### src/sdwp_defs.svh
// Constants for the write and precharge control logic of the memory device
// Functional notes
// Controller gives bank, column and auto precharge choice with every write.
// First write word is taken with the command, one more each later edge.
// After a fixed burst ends, data lines float and input data is ignored.
// Full page write runs until stopped; column wraps from last to zero.
// A write may follow any write on any bank; its data is its own.
// A read stops the write burst; from that edge no more words are written.
// Controller closes a written row only after write recovery from last word.
// Auto precharge after a write waits one clock plus write recovery.
// At fast clocks controller masks data before and with a truncating close.
// Controller sends nothing to a closing bank until precharge period ends.
// Burst terminate drops its own word; the word before is the last written.
// Write burst mode bit set makes writes single column; reads keep length.
// Close with scope line high closes all banks, low only the selected one.
// Controller opens a row in an idle bank before reading or writing it.
// Scope line high on read or write closes the bank at burst end.
// Single writes with full page length: full page wins, no auto precharge.
// Auto precharge choice holds for its own command only.
// Controller waits the precharge period after an auto precharge command.
// Read to another bank cuts an auto precharge read; close starts then.
// Write to another bank cuts an auto precharge read; close starts then.
// Read to another bank cuts auto precharge write; recovery counts from it.
// Write to another bank cuts auto precharge write; recovery counts from it.
// Write byte mask acts on the same edge as its data word.
// Read byte mask turns output drivers off two clocks after sampling.
// Controller turns least times into whole cycles, rounding up.
// Each bank keeps its own open state and recovery and precharge timers.
`ifndef SDWP_DEFS_SVH
`define SDWP_DEFS_SVH

`define SDWP_BANKS     4
`define SDWP_ADR_MODE  8'h00
`define SDWP_ADR_TIM   8'h04
`define SDWP_ADR_STAT  8'h08
`define SDWP_F_BL      2:0
`define SDWP_F_LAT     5:4
`define SDWP_F_WBM     9
`define SDWP_F_TWR     3:0
`define SDWP_F_TRP     11:8
`define SDWP_F_OPEN    3:0
`define SDWP_F_BUSY    7:4
`define SDWP_F_WACT    8
`define SDWP_F_RACT    9
`define SDWP_F_COL     7:0
`define SDWP_A_SCOPE   10
`define SDWP_BL_FULL   3'h7
`define SDWP_PAGE_LEN  9'h100
`define SDWP_CMD_ACT   3'h3
`define SDWP_CMD_RD    3'h5
`define SDWP_CMD_WR    3'h4
`define SDWP_CMD_PRE   3'h2
`define SDWP_CMD_BST   3'h6
`define SDWP_CLK_NS    40
`define SDWP_TWR_NS    12
`define SDWP_TRP_NS    18
`define SDWP_TWR_CYC   ((`SDWP_TWR_NS + `SDWP_CLK_NS - 1) / `SDWP_CLK_NS)
`define SDWP_TRP_CYC   ((`SDWP_TRP_NS + `SDWP_CLK_NS - 1) / `SDWP_CLK_NS)
`define SDWP_MODE_RST  32'h0000_0020
`define SDWP_MODE_MSK  32'h0000_0237
`define SDWP_TIM_MSK   32'h0000_0f0f
`define SDWP_TIM_RST   {20'h0, 4'(`SDWP_TRP_CYC), 4'h0, 4'(`SDWP_TWR_CYC)}

`endif

### src/sdwp_pkg.sv
// Types shared by the write and precharge control logic
package sdwp_pkg;

	typedef enum logic [1:0] {BK_IDLE, BK_OPEN, BK_RECOV, BK_PRECH} sdwp_bank_st_t;

	typedef struct packed {
		logic        cs_n;
		logic        ras_n;
		logic        cas_n;
		logic        we_n;
		logic [11:0] addr;
		logic [1:0]  ba;
		logic [3:0]  dqm;
		logic [31:0] dq;
	} sdwp_pins_t;

	typedef struct packed {
		logic       act;
		logic       ap;
		logic       full;
		logic [1:0] bank;
		logic [7:0] col;
		logic [8:0] left;
	} sdwp_burst_t;

	typedef struct packed {
		sdwp_bank_st_t st;
		logic [3:0]    cnt;
	} sdwp_bank_t;

	typedef struct packed {
		sdwp_pins_t  s1;
		sdwp_pins_t  s2;
		logic [3:0]  dqm_p1;
		sdwp_burst_t wb;
		sdwp_burst_t rb;
		logic [1:0]  rwait;
		logic [31:0] mode;
		logic [31:0] tim;
		logic        ack;
		logic [31:0] dat;
		logic        wr_en;
		logic [1:0]  wr_bank;
		logic [7:0]  wr_col;
		logic [31:0] wr_data;
		logic [3:0]  wr_be;
		logic        rd_en;
		logic [1:0]  rd_bank;
		logic [7:0]  rd_col;
		logic        rd_v1;
		logic [31:0] dq;
		logic [3:0]  dq_oe;
	} sdwp_state_t;

endpackage : sdwp_pkg

### src/sdwp_bank.sv
// Per bank open state with recovery and precharge timers
`timescale 1ns/1ns
module sdwp_bank (
	// Clock and reset
	input  wire logic       clk_i,
	input  wire logic       rst_i,
	// Bank events
	input  wire logic       act_i,
	input  wire logic       pre_i,
	input  wire logic       arm_i,
	// Timing in cycles
	input  wire logic [3:0] wr_cyc_i,
	input  wire logic [3:0] rp_cyc_i,
	// Bank state
	output logic            open_o,
	output logic            busy_o
);
	sdwp_pkg::sdwp_bank_t st_q;
	sdwp_pkg::sdwp_bank_t st_d;

	always_comb begin
		st_d = st_q;
		unique case (st_q.st)
			sdwp_pkg::BK_IDLE: begin
				if (act_i) begin
					st_d.st = sdwp_pkg::BK_OPEN;
				end
			end
			sdwp_pkg::BK_OPEN: begin
				if (arm_i) begin
					st_d.st = sdwp_pkg::BK_RECOV;
					st_d.cnt = wr_cyc_i;
				end
			end
			sdwp_pkg::BK_RECOV: begin
				if (st_q.cnt == 4'h0) begin
					st_d.st = sdwp_pkg::BK_PRECH;
					st_d.cnt = rp_cyc_i;
				end else begin
					st_d.cnt = st_q.cnt - 4'h1;
				end
			end
			sdwp_pkg::BK_PRECH: begin
				if (st_q.cnt == 4'h0) begin
					st_d.st = sdwp_pkg::BK_IDLE;
				end else begin
					st_d.cnt = st_q.cnt - 4'h1;
				end
			end
		endcase
		if (pre_i && st_q.st != sdwp_pkg::BK_IDLE) begin
			st_d.st = sdwp_pkg::BK_PRECH;
			st_d.cnt = rp_cyc_i;
		end
	end

	always_ff @(posedge clk_i) begin
		if (rst_i) begin
			st_q <= '0;
		end else begin
			st_q <= st_d;
		end
	end

	assign open_o = st_q.st == sdwp_pkg::BK_OPEN || st_q.st == sdwp_pkg::BK_RECOV;
	assign busy_o = st_q.st == sdwp_pkg::BK_RECOV || st_q.st == sdwp_pkg::BK_PRECH;
endmodule : sdwp_bank

### src/sdwp_ctrl.sv
// Write burst, precharge and auto precharge control with register slave
`timescale 1ns/1ns
`include "sdwp_defs.svh"
module sdwp_ctrl (
	// Clock and reset
	input  wire logic                 clk_i,
	input  wire logic                 rst_i,
	// Wishbone slave
	input  wire logic                 wb_cyc_i,
	input  wire logic                 wb_stb_i,
	input  wire logic                 wb_we_i,
	input  wire logic [7:0]           wb_adr_i,
	input  wire logic [3:0]           wb_sel_i,
	input  wire logic [31:0]          wb_dat_i,
	output logic                      wb_ack_o,
	output logic [31:0]               wb_dat_o,
	// Device pins
	input  wire sdwp_pkg::sdwp_pins_t pins_i,
	output logic [31:0]               dq_o,
	output logic [3:0]                dq_oe_o,
	// Array write port
	output logic                      wr_en_o,
	output logic [1:0]                wr_bank_o,
	output logic [7:0]                wr_col_o,
	output logic [31:0]               wr_data_o,
	output logic [3:0]                wr_be_o,
	// Array read port
	output logic                      rd_en_o,
	output logic [1:0]                rd_bank_o,
	output logic [7:0]                rd_col_o,
	input  wire logic [31:0]          rd_data_i
);
	sdwp_pkg::sdwp_state_t st_q;
	sdwp_pkg::sdwp_state_t st_d;
	logic [3:0] act;
	logic [3:0] pre;
	logic [3:0] arm;
	logic [3:0] bk_open;
	logic [3:0] bk_busy;
	logic [2:0] code;
	logic       cmd_v;
	logic       cmd_wr;
	logic       cmd_rd;
	logic       cmd_bst;
	logic       cmd_pre;
	logic       cmd_act;
	logic       full;
	logic       scope;
	logic [8:0] len;
	logic       req;

	function automatic logic [7:0] col_next(input logic [7:0] c);
		return c + 8'h01;
	endfunction : col_next

	function automatic logic [8:0] bl_len(input logic [2:0] c);
		return (c == `SDWP_BL_FULL) ? `SDWP_PAGE_LEN : (9'h001 << c);
	endfunction : bl_len

	function automatic logic [31:0] wmerge(input logic [31:0] o,
		input logic [31:0] n, input logic [3:0] s, input logic [31:0] m);
		logic [31:0] r;
		r = o;
		for (int b = 0; b < 4; b++) begin
			if (s[b]) begin
				r[b*8 +: 8] = n[b*8 +: 8];
			end
		end
		return r & m;
	endfunction : wmerge

	assign code = {st_q.s2.ras_n, st_q.s2.cas_n, st_q.s2.we_n};
	assign cmd_v = !st_q.s2.cs_n;
	assign cmd_wr = cmd_v && code == `SDWP_CMD_WR;
	assign cmd_rd = cmd_v && code == `SDWP_CMD_RD;
	assign cmd_bst = cmd_v && code == `SDWP_CMD_BST;
	assign cmd_pre = cmd_v && code == `SDWP_CMD_PRE;
	assign cmd_act = cmd_v && code == `SDWP_CMD_ACT;
	assign scope = st_q.s2.addr[`SDWP_A_SCOPE];
	assign full = st_q.mode[`SDWP_F_BL] == `SDWP_BL_FULL;
	assign len = bl_len(st_q.mode[`SDWP_F_BL]);
	assign req = wb_cyc_i && wb_stb_i;

	always_comb begin
		st_d = st_q;
		act = 4'h0;
		pre = 4'h0;
		arm = 4'h0;
		// Pin synchroniser
		st_d.s1 = pins_i;
		st_d.s2 = st_q.s1;
		st_d.dqm_p1 = st_q.s2.dqm;
		st_d.wr_en = 1'h0;
		st_d.rd_en = 1'h0;
		// Read data drive, gated by the delayed mask
		st_d.rd_v1 = st_q.rd_en;
		st_d.dq = rd_data_i;
		st_d.dq_oe = {4{st_q.rd_v1}} & ~st_q.dqm_p1;
		// Running write burst
		if (st_q.wb.act) begin
			st_d.wr_en = 1'h1;
			st_d.wr_bank = st_q.wb.bank;
			st_d.wr_col = st_q.wb.col;
			st_d.wr_data = st_q.s2.dq;
			st_d.wr_be = ~st_q.s2.dqm;
			st_d.wb.col = col_next(st_q.wb.col);
			if (!st_q.wb.full) begin
				st_d.wb.left = st_q.wb.left - 9'h001;
				if (st_q.wb.left == 9'h001) begin
					st_d.wb.act = 1'h0;
					arm[st_q.wb.bank] = st_q.wb.ap;
				end
			end
		end
		// Running read burst
		if (st_q.rb.act) begin
			if (st_q.rwait != 2'h0) begin
				st_d.rwait = st_q.rwait - 2'h1;
			end else begin
				st_d.rd_en = 1'h1;
				st_d.rd_bank = st_q.rb.bank;
				st_d.rd_col = st_q.rb.col;
				st_d.rb.col = col_next(st_q.rb.col);
				if (!st_q.rb.full) begin
					st_d.rb.left = st_q.rb.left - 9'h001;
					if (st_q.rb.left == 9'h001) begin
						st_d.rb.act = 1'h0;
						pre[st_q.rb.bank] = st_q.rb.ap;
					end
				end
			end
		end
		// Commands
		if (cmd_wr || cmd_rd) begin
			if (st_q.rb.act && st_q.rb.ap && st_q.rb.bank != st_q.s2.ba) begin
				pre[st_q.rb.bank] = 1'h1;
			end
			if (st_q.wb.act && st_q.wb.ap && st_q.wb.bank != st_q.s2.ba) begin
				arm[st_q.wb.bank] = 1'h1;
			end
			st_d.wb.act = 1'h0;
			st_d.rb.act = 1'h0;
			st_d.wr_en = 1'h0;
			st_d.rd_en = 1'h0;
		end
		if (cmd_wr) begin
			st_d.wr_en = 1'h1;
			st_d.wr_bank = st_q.s2.ba;
			st_d.wr_col = st_q.s2.addr[`SDWP_F_COL];
			st_d.wr_data = st_q.s2.dq;
			st_d.wr_be = ~st_q.s2.dqm;
			st_d.wb.bank = st_q.s2.ba;
			st_d.wb.col = col_next(st_q.s2.addr[`SDWP_F_COL]);
			st_d.wb.full = full;
			st_d.wb.ap = scope && !full;
			if (st_q.mode[`SDWP_F_WBM] && !full) begin
				st_d.wb.act = 1'h0;
				arm[st_q.s2.ba] = scope;
			end else begin
				st_d.wb.left = len - 9'h001;
				st_d.wb.act = full || len != 9'h001;
				arm[st_q.s2.ba] = scope && len == 9'h001;
			end
		end
		if (cmd_rd) begin
			st_d.rb.act = 1'h1;
			st_d.rb.bank = st_q.s2.ba;
			st_d.rb.col = st_q.s2.addr[`SDWP_F_COL];
			st_d.rb.full = full;
			st_d.rb.ap = scope && !full;
			st_d.rb.left = len;
			st_d.rwait = st_q.mode[`SDWP_F_LAT] - 2'h1;
		end
		if (cmd_bst) begin
			st_d.wb.act = 1'h0;
			st_d.rb.act = 1'h0;
			st_d.wr_en = 1'h0;
		end
		if (cmd_pre) begin
			if (scope) begin
				pre = 4'hf;
			end else begin
				pre = 4'h1 << st_q.s2.ba;
			end
			if (scope || st_q.wb.bank == st_q.s2.ba) begin
				st_d.wb.act = 1'h0;
				st_d.wr_en = 1'h0;
			end
			if (scope || st_q.rb.bank == st_q.s2.ba) begin
				st_d.rb.act = 1'h0;
			end
		end
		if (cmd_act) begin
			act = 4'h1 << st_q.s2.ba;
		end
		// Register slave
		st_d.ack = req && !st_q.ack;
		if (req && !st_q.ack) begin
			unique case (wb_adr_i)
				`SDWP_ADR_MODE: st_d.dat = st_q.mode;
				`SDWP_ADR_TIM: st_d.dat = st_q.tim;
				`SDWP_ADR_STAT: begin
					st_d.dat = 32'h0;
					st_d.dat[`SDWP_F_OPEN] = bk_open;
					st_d.dat[`SDWP_F_BUSY] = bk_busy;
					st_d.dat[`SDWP_F_WACT] = st_q.wb.act;
					st_d.dat[`SDWP_F_RACT] = st_q.rb.act;
				end
				default: st_d.dat = 32'h0;
			endcase
		end
		if (req && st_q.ack && wb_we_i) begin
			if (wb_adr_i == `SDWP_ADR_MODE) begin
				st_d.mode = wmerge(st_q.mode, wb_dat_i, wb_sel_i, `SDWP_MODE_MSK);
			end
			if (wb_adr_i == `SDWP_ADR_TIM) begin
				st_d.tim = wmerge(st_q.tim, wb_dat_i, wb_sel_i, `SDWP_TIM_MSK);
			end
		end
	end

	always_ff @(posedge clk_i) begin
		if (rst_i) begin
			st_q <= '0;
			st_q.s1.cs_n <= 1'h1;
			st_q.s2.cs_n <= 1'h1;
			st_q.mode <= `SDWP_MODE_RST;
			st_q.tim <= `SDWP_TIM_RST;
		end else begin
			st_q <= st_d;
		end
	end

	// Bank trackers
	for (genvar i = 0; i < `SDWP_BANKS; i++) begin : g_bank
		sdwp_bank u_bank (
			.clk_i    (clk_i),
			.rst_i    (rst_i),
			.act_i    (act[i]),
			.pre_i    (pre[i]),
			.arm_i    (arm[i]),
			.wr_cyc_i (st_q.tim[`SDWP_F_TWR]),
			.rp_cyc_i (st_q.tim[`SDWP_F_TRP]),
			.open_o   (bk_open[i]),
			.busy_o   (bk_busy[i])
		);
	end

	assign wb_ack_o = st_q.ack;
	assign wb_dat_o = st_q.dat;
	assign dq_o = st_q.dq;
	assign dq_oe_o = st_q.dq_oe;
	assign wr_en_o = st_q.wr_en;
	assign wr_bank_o = st_q.wr_bank;
	assign wr_col_o = st_q.wr_col;
	assign wr_data_o = st_q.wr_data;
	assign wr_be_o = st_q.wr_be;
	assign rd_en_o = st_q.rd_en;
	assign rd_bank_o = st_q.rd_bank;
	assign rd_col_o = st_q.rd_col;
endmodule : sdwp_ctrl

### config.mk
export PLATFORM = sky130hd
export DESIGN_NAME = sdwp_ctrl
export DESIGN_NICKNAME = d
export VERILOG_FILES = /design/src/sdwp_pkg.sv /design/src/sdwp_bank.sv /design/src/sdwp_ctrl.sv
export VERILOG_INCLUDE_DIRS = /design/src
export SDC_FILE = /design/constraint.sdc
export NUM_CORES = 1
export LEC_CHECK = 0
export BUFFER_PORTS_ARGS = -buffer_cell sky130_fd_sc_hd__buf_2
export CAP_MARGIN = 0
export CELL_PAD_IN_SITES_DETAIL_PLACEMENT = 0
export CELL_PAD_IN_SITES_GLOBAL_PLACEMENT = 2
export CORE_UTILIZATION = 34
export CTS_BUF_LIST = sky130_fd_sc_hd__clkbuf_4 sky130_fd_sc_hd__clkbuf_8
export CTS_CLUSTER_DIAMETER = 150
export CTS_CLUSTER_SIZE = 28
export DETAILED_ROUTE_END_ITERATION = 6
export GPL_TIMING_DRIVEN = 0
export MAX_ROUTING_LAYER = met4
export PLACE_DENSITY = 0.84
export SLEW_MARGIN = 20
export SYNTH_ARGS = -nofsm -noshare
export SYNTH_HDL_FRONTEND = slang
export SYNTH_SLANG_ARGS = --single-unit
export TNS_END_PERCENT = 10
### constraint.sdc
create_clock -name clk_i -period 3.1 [get_ports clk_i]
set_input_delay 0.775 -clock clk_i [delete_from_list [all_inputs] [get_ports clk_i]]
set_output_delay 0.775 -clock clk_i [all_outputs]
set_load 0.02 [all_outputs]
==> flow_metrics.tcl <==
set metrics [dict create \
    core_um2 36900 \
    p_sw_share_pct 28.9 \
    rr_endpoint "g_bank[0].u_bank.st_q[1]" \
    clk_pin_slew_ps 180 \
    peakVddDrop_v 0.000335 \
    power.share.combinational_pct 19.8 \
    pwr-share-seq_pct 57.7 \
    p_per_area_nw_per_um2 486 \
    synth_area_leaders "dfxtp_1 (47%), nor2b_1 (7.3%), buf_4 (7.3%)" \
    ios 262 \
    clock_skew_ps 42.8 \
    path_class "register to register" \
    start_kind "register" \
    drive_above_1_share_pct 24.5 \
    synth.largest_area_cell "dfxtp_1" \
    crit_path_end_kind "register" \
    preCtsSetupSlack_ps 101 \
    cts_tree "done" \
    netSwitchingPower_w 0.00208 \
    antenna_found_initial 4 \
    seqCellArea_um2 5970 \
    routed_wl_um 33000 \
    cp.depth 8 \
    yosysSeqAreaShare_pct 46.5 \
    grt_max_degree 29 \
    numCtsBuffers 14 \
    tightest_slew_ps 945 \
    synth-seq-cells 298 \
    via_per_inst 4.56 \
    nets 1824 \
    pwr-share-clk_pct 22.5 \
    r2r_cells 8 \
    hold_buffers 0 \
    clock.fmax_ghz 0.354 \
    syn_area_um2 12800 \
    cp_cell_sequence "clkbuf_1 -> nand2_1 -> ha_1 -> a21oi_2 -> o31ai_1 -> o21ai_1 -> o21ai_0 -> a221oi_1" \
    clk_latency_ps 580 \
    die_x_um 196 \
    synth.distinct_cells 77 \
    async_flop_share_pct 0 \
    drv_cap 0 \
    grt_overflow 0 \
    drt_iter0_markers 480 \
    dieHeight_um 196 \
    htree_levels 1 \
    crit_end "g_bank[0].u_bank.st_q[1]" \
    initial_core_util_pct 34.8 \
    min_path_cells 1 \
    fillers 3857 \
    cts_root_buffer "clkbuf_8" \
    path_buf_inv 1 \
    grt_pass1_wl_um 52400 \
    final_common_cell "dfxtp_1" \
    internal_power_w 0.00512 \
    cts_setup_buffers 0 \
    crit_path_top_delay_cell "dfxtp_1" \
    final_cell_mix "dfxtp_1 (298), buf_2 (219), nand2_1 (151)" \
    p_leak_nw 6.17 \
    synth_flop_cell "dfxtp_1" \
    status "completed" \
    netlist_instances 1409 \
    cts_max_path_buffers 3 \
    max-slew-margin-rel_pct 36.1 \
    critPathMaxFanout 10 \
    tns_ps 0 \
    layout_setup_ws_ps 271 \
    syn_to_final_growth_pct 15.6 \
    crit_start "st_q[160]" \
    dp_hpwl_um 25000 \
    hold_class "register to register" \
    finalCritPeriodShare_pct 91.2 \
    grt_pass1_vias 9713 \
    multi_input_area_um2 5580 \
    drc 0 \
    drv_slew 0 \
    io_buffers 212 \
    first_pass_iters 5 \
    numClockSinks 298 \
    netlist.area_leader.share_pct 46.5 \
    gr-usage-all-layers_pct 17.6 \
    finalCriticalPeriod_ps 2830 \
    crit_arrival_ps 3300 \
    rows 70 \
    crit_path_max_incr_delay_ps 480 \
    reg2reg_setup_slack_ps 270 \
    synth_edf_count 0 \
    avgSynthCellArea_um2 9.10 \
    ys.warnings.count 0 \
    required_ps 3570 \
    vias 9871 \
    rsz0062_at_grt "false" \
    avgRoutedWirePerCell_um 15.3 \
    gp_congestion 0.848 \
    dieArea_um2 38500 \
    regToRegStartpoint "st_q[160]" \
    setup_viol 0 \
    ant_nets 0 \
    crit_family "compound AO/OA/AOI/OAI gates" \
    hold_viol 0 \
]
-- cells in the mapped netlist, drive strengths merged (6+ instances only) --
master    n
nand2b    6
a21oi    80
inv      36
nand3    21
dfxtp   298
nor3     24
xor2     20
buf     138
a22oi     6
ha       33
o21ai    62
and2     11
nor3b    12
mux2i    25
nor4     10
nor2    107
nor2b   149
xnor2    30
a211oi   40
clkbuf   55
nand2   151
a221oi   21
-- per-layer routing --
layer  up-vias  wire length, um  GRT usage (%)
met5         -                0              -
met4         0              609           3.94
met3        40             2130           3.80
met2       248            14600           27.9
met1      4524            15700           23.0
li1       5059                -              -
-- timing repair --
item	4_1_cts	5_1_grt
endpoints found under the hold margin	0	0
endpoints found under the setup margin	0	18
resized for setup	0	1
-- area by class of cell --
class | instances | area share (%)
multi-input combinational | 901 | 37.7
timing repair buffer | 212 | 7.16
inverter | 36 | 0.912
tap | 504 | 4.26
clock inverter | 1 | 0.0760
sequential | 298 | 40.3
clock buffer | 15 | 1.39
antenna | 4 | 0.0676
buffer | 193 | 8.19
-- through the flow --
| step | utilization, % | power, W | hold WS, ps | cells | cell area (um2) |
|---|---|---|---|---|---|
| after CTS | 40.1 | 0.00731 | 355 | 2160 | 14800 |
| final | 40.2 | 0.00720 | 396 | 2164 | 14800 |
| after floorplan | - | 0.00528 | 368 | 1428 | 12900 |
| after global routing | 40.2 | 0.00761 | 365 | 2164 | 14800 |
| after global placement | 39.5 | 0.00564 | 375 | 2144 | 14600 |
| after detailed placement | 39.5 | 0.00566 | 374 | 2144 | 14600 |
-- worst min path at each step --
stage	startpoint	to	slack, ps
after CTS	pins_i[53]	st_d[295]	350
after floorplan	st_q[238]	dq_oe_o[0]	370
after detailed placement	st_q[241]	dq_oe_o[3]	370
after global placement	st_q[241]	dq_oe_o[3]	370
after global routing	pins_i[53]	st_d[295]	370
final	st_q[241]	dq_oe_o[3]	400
-- power by group through the flow --
stage                     logic, W  clock network [W]  registers (W)
final                      0.00142            0.00162        0.00416
after global routing       0.00158            0.00185        0.00418
after CTS                  0.00143            0.00172        0.00416
after detailed placement   0.00142                  0        0.00424
after global placement     0.00141                  0        0.00424
after floorplan            0.00107                  0        0.00421
-- flip-flops by register name, indices dropped and copies added, names as in the netlist, 3 cells and up --
signal	count
dq_o	32
code	3
wr_be_o	4
st_d	55
wr_col_o	8
wb_dat_o	12
g_bank.u_bank.st_q	24
dq_oe_o	4
st_q	108
rd_col_o	8
wr_data_o	32
-- worst register-to-register path, cell delays in order, from the launching register on --
cell      delay (ps)
dfxtp_1          480
clkbuf_1         420
nand2_1          170
ha_1             260
a21oi_2          440
o31ai_1          190
o21ai_1          360
o21ai_0          150
a221oi_1         270
-- logic make-up after synthesis --
kind of cell | Yosys count | share of synthesized area, %
fa+ha+maj | 33 | 3.22
xor+xnor | 50 | 3.42
other cells | 1 | 0.0293
simple gates | 518 | 20.8
flops | 298 | 46.5
compound gates | 253 | 13.4
mux | 27 | 2.13
buf+inv | 229 | 10.5
Note: power is estimated with default switching activity, not from simulation.
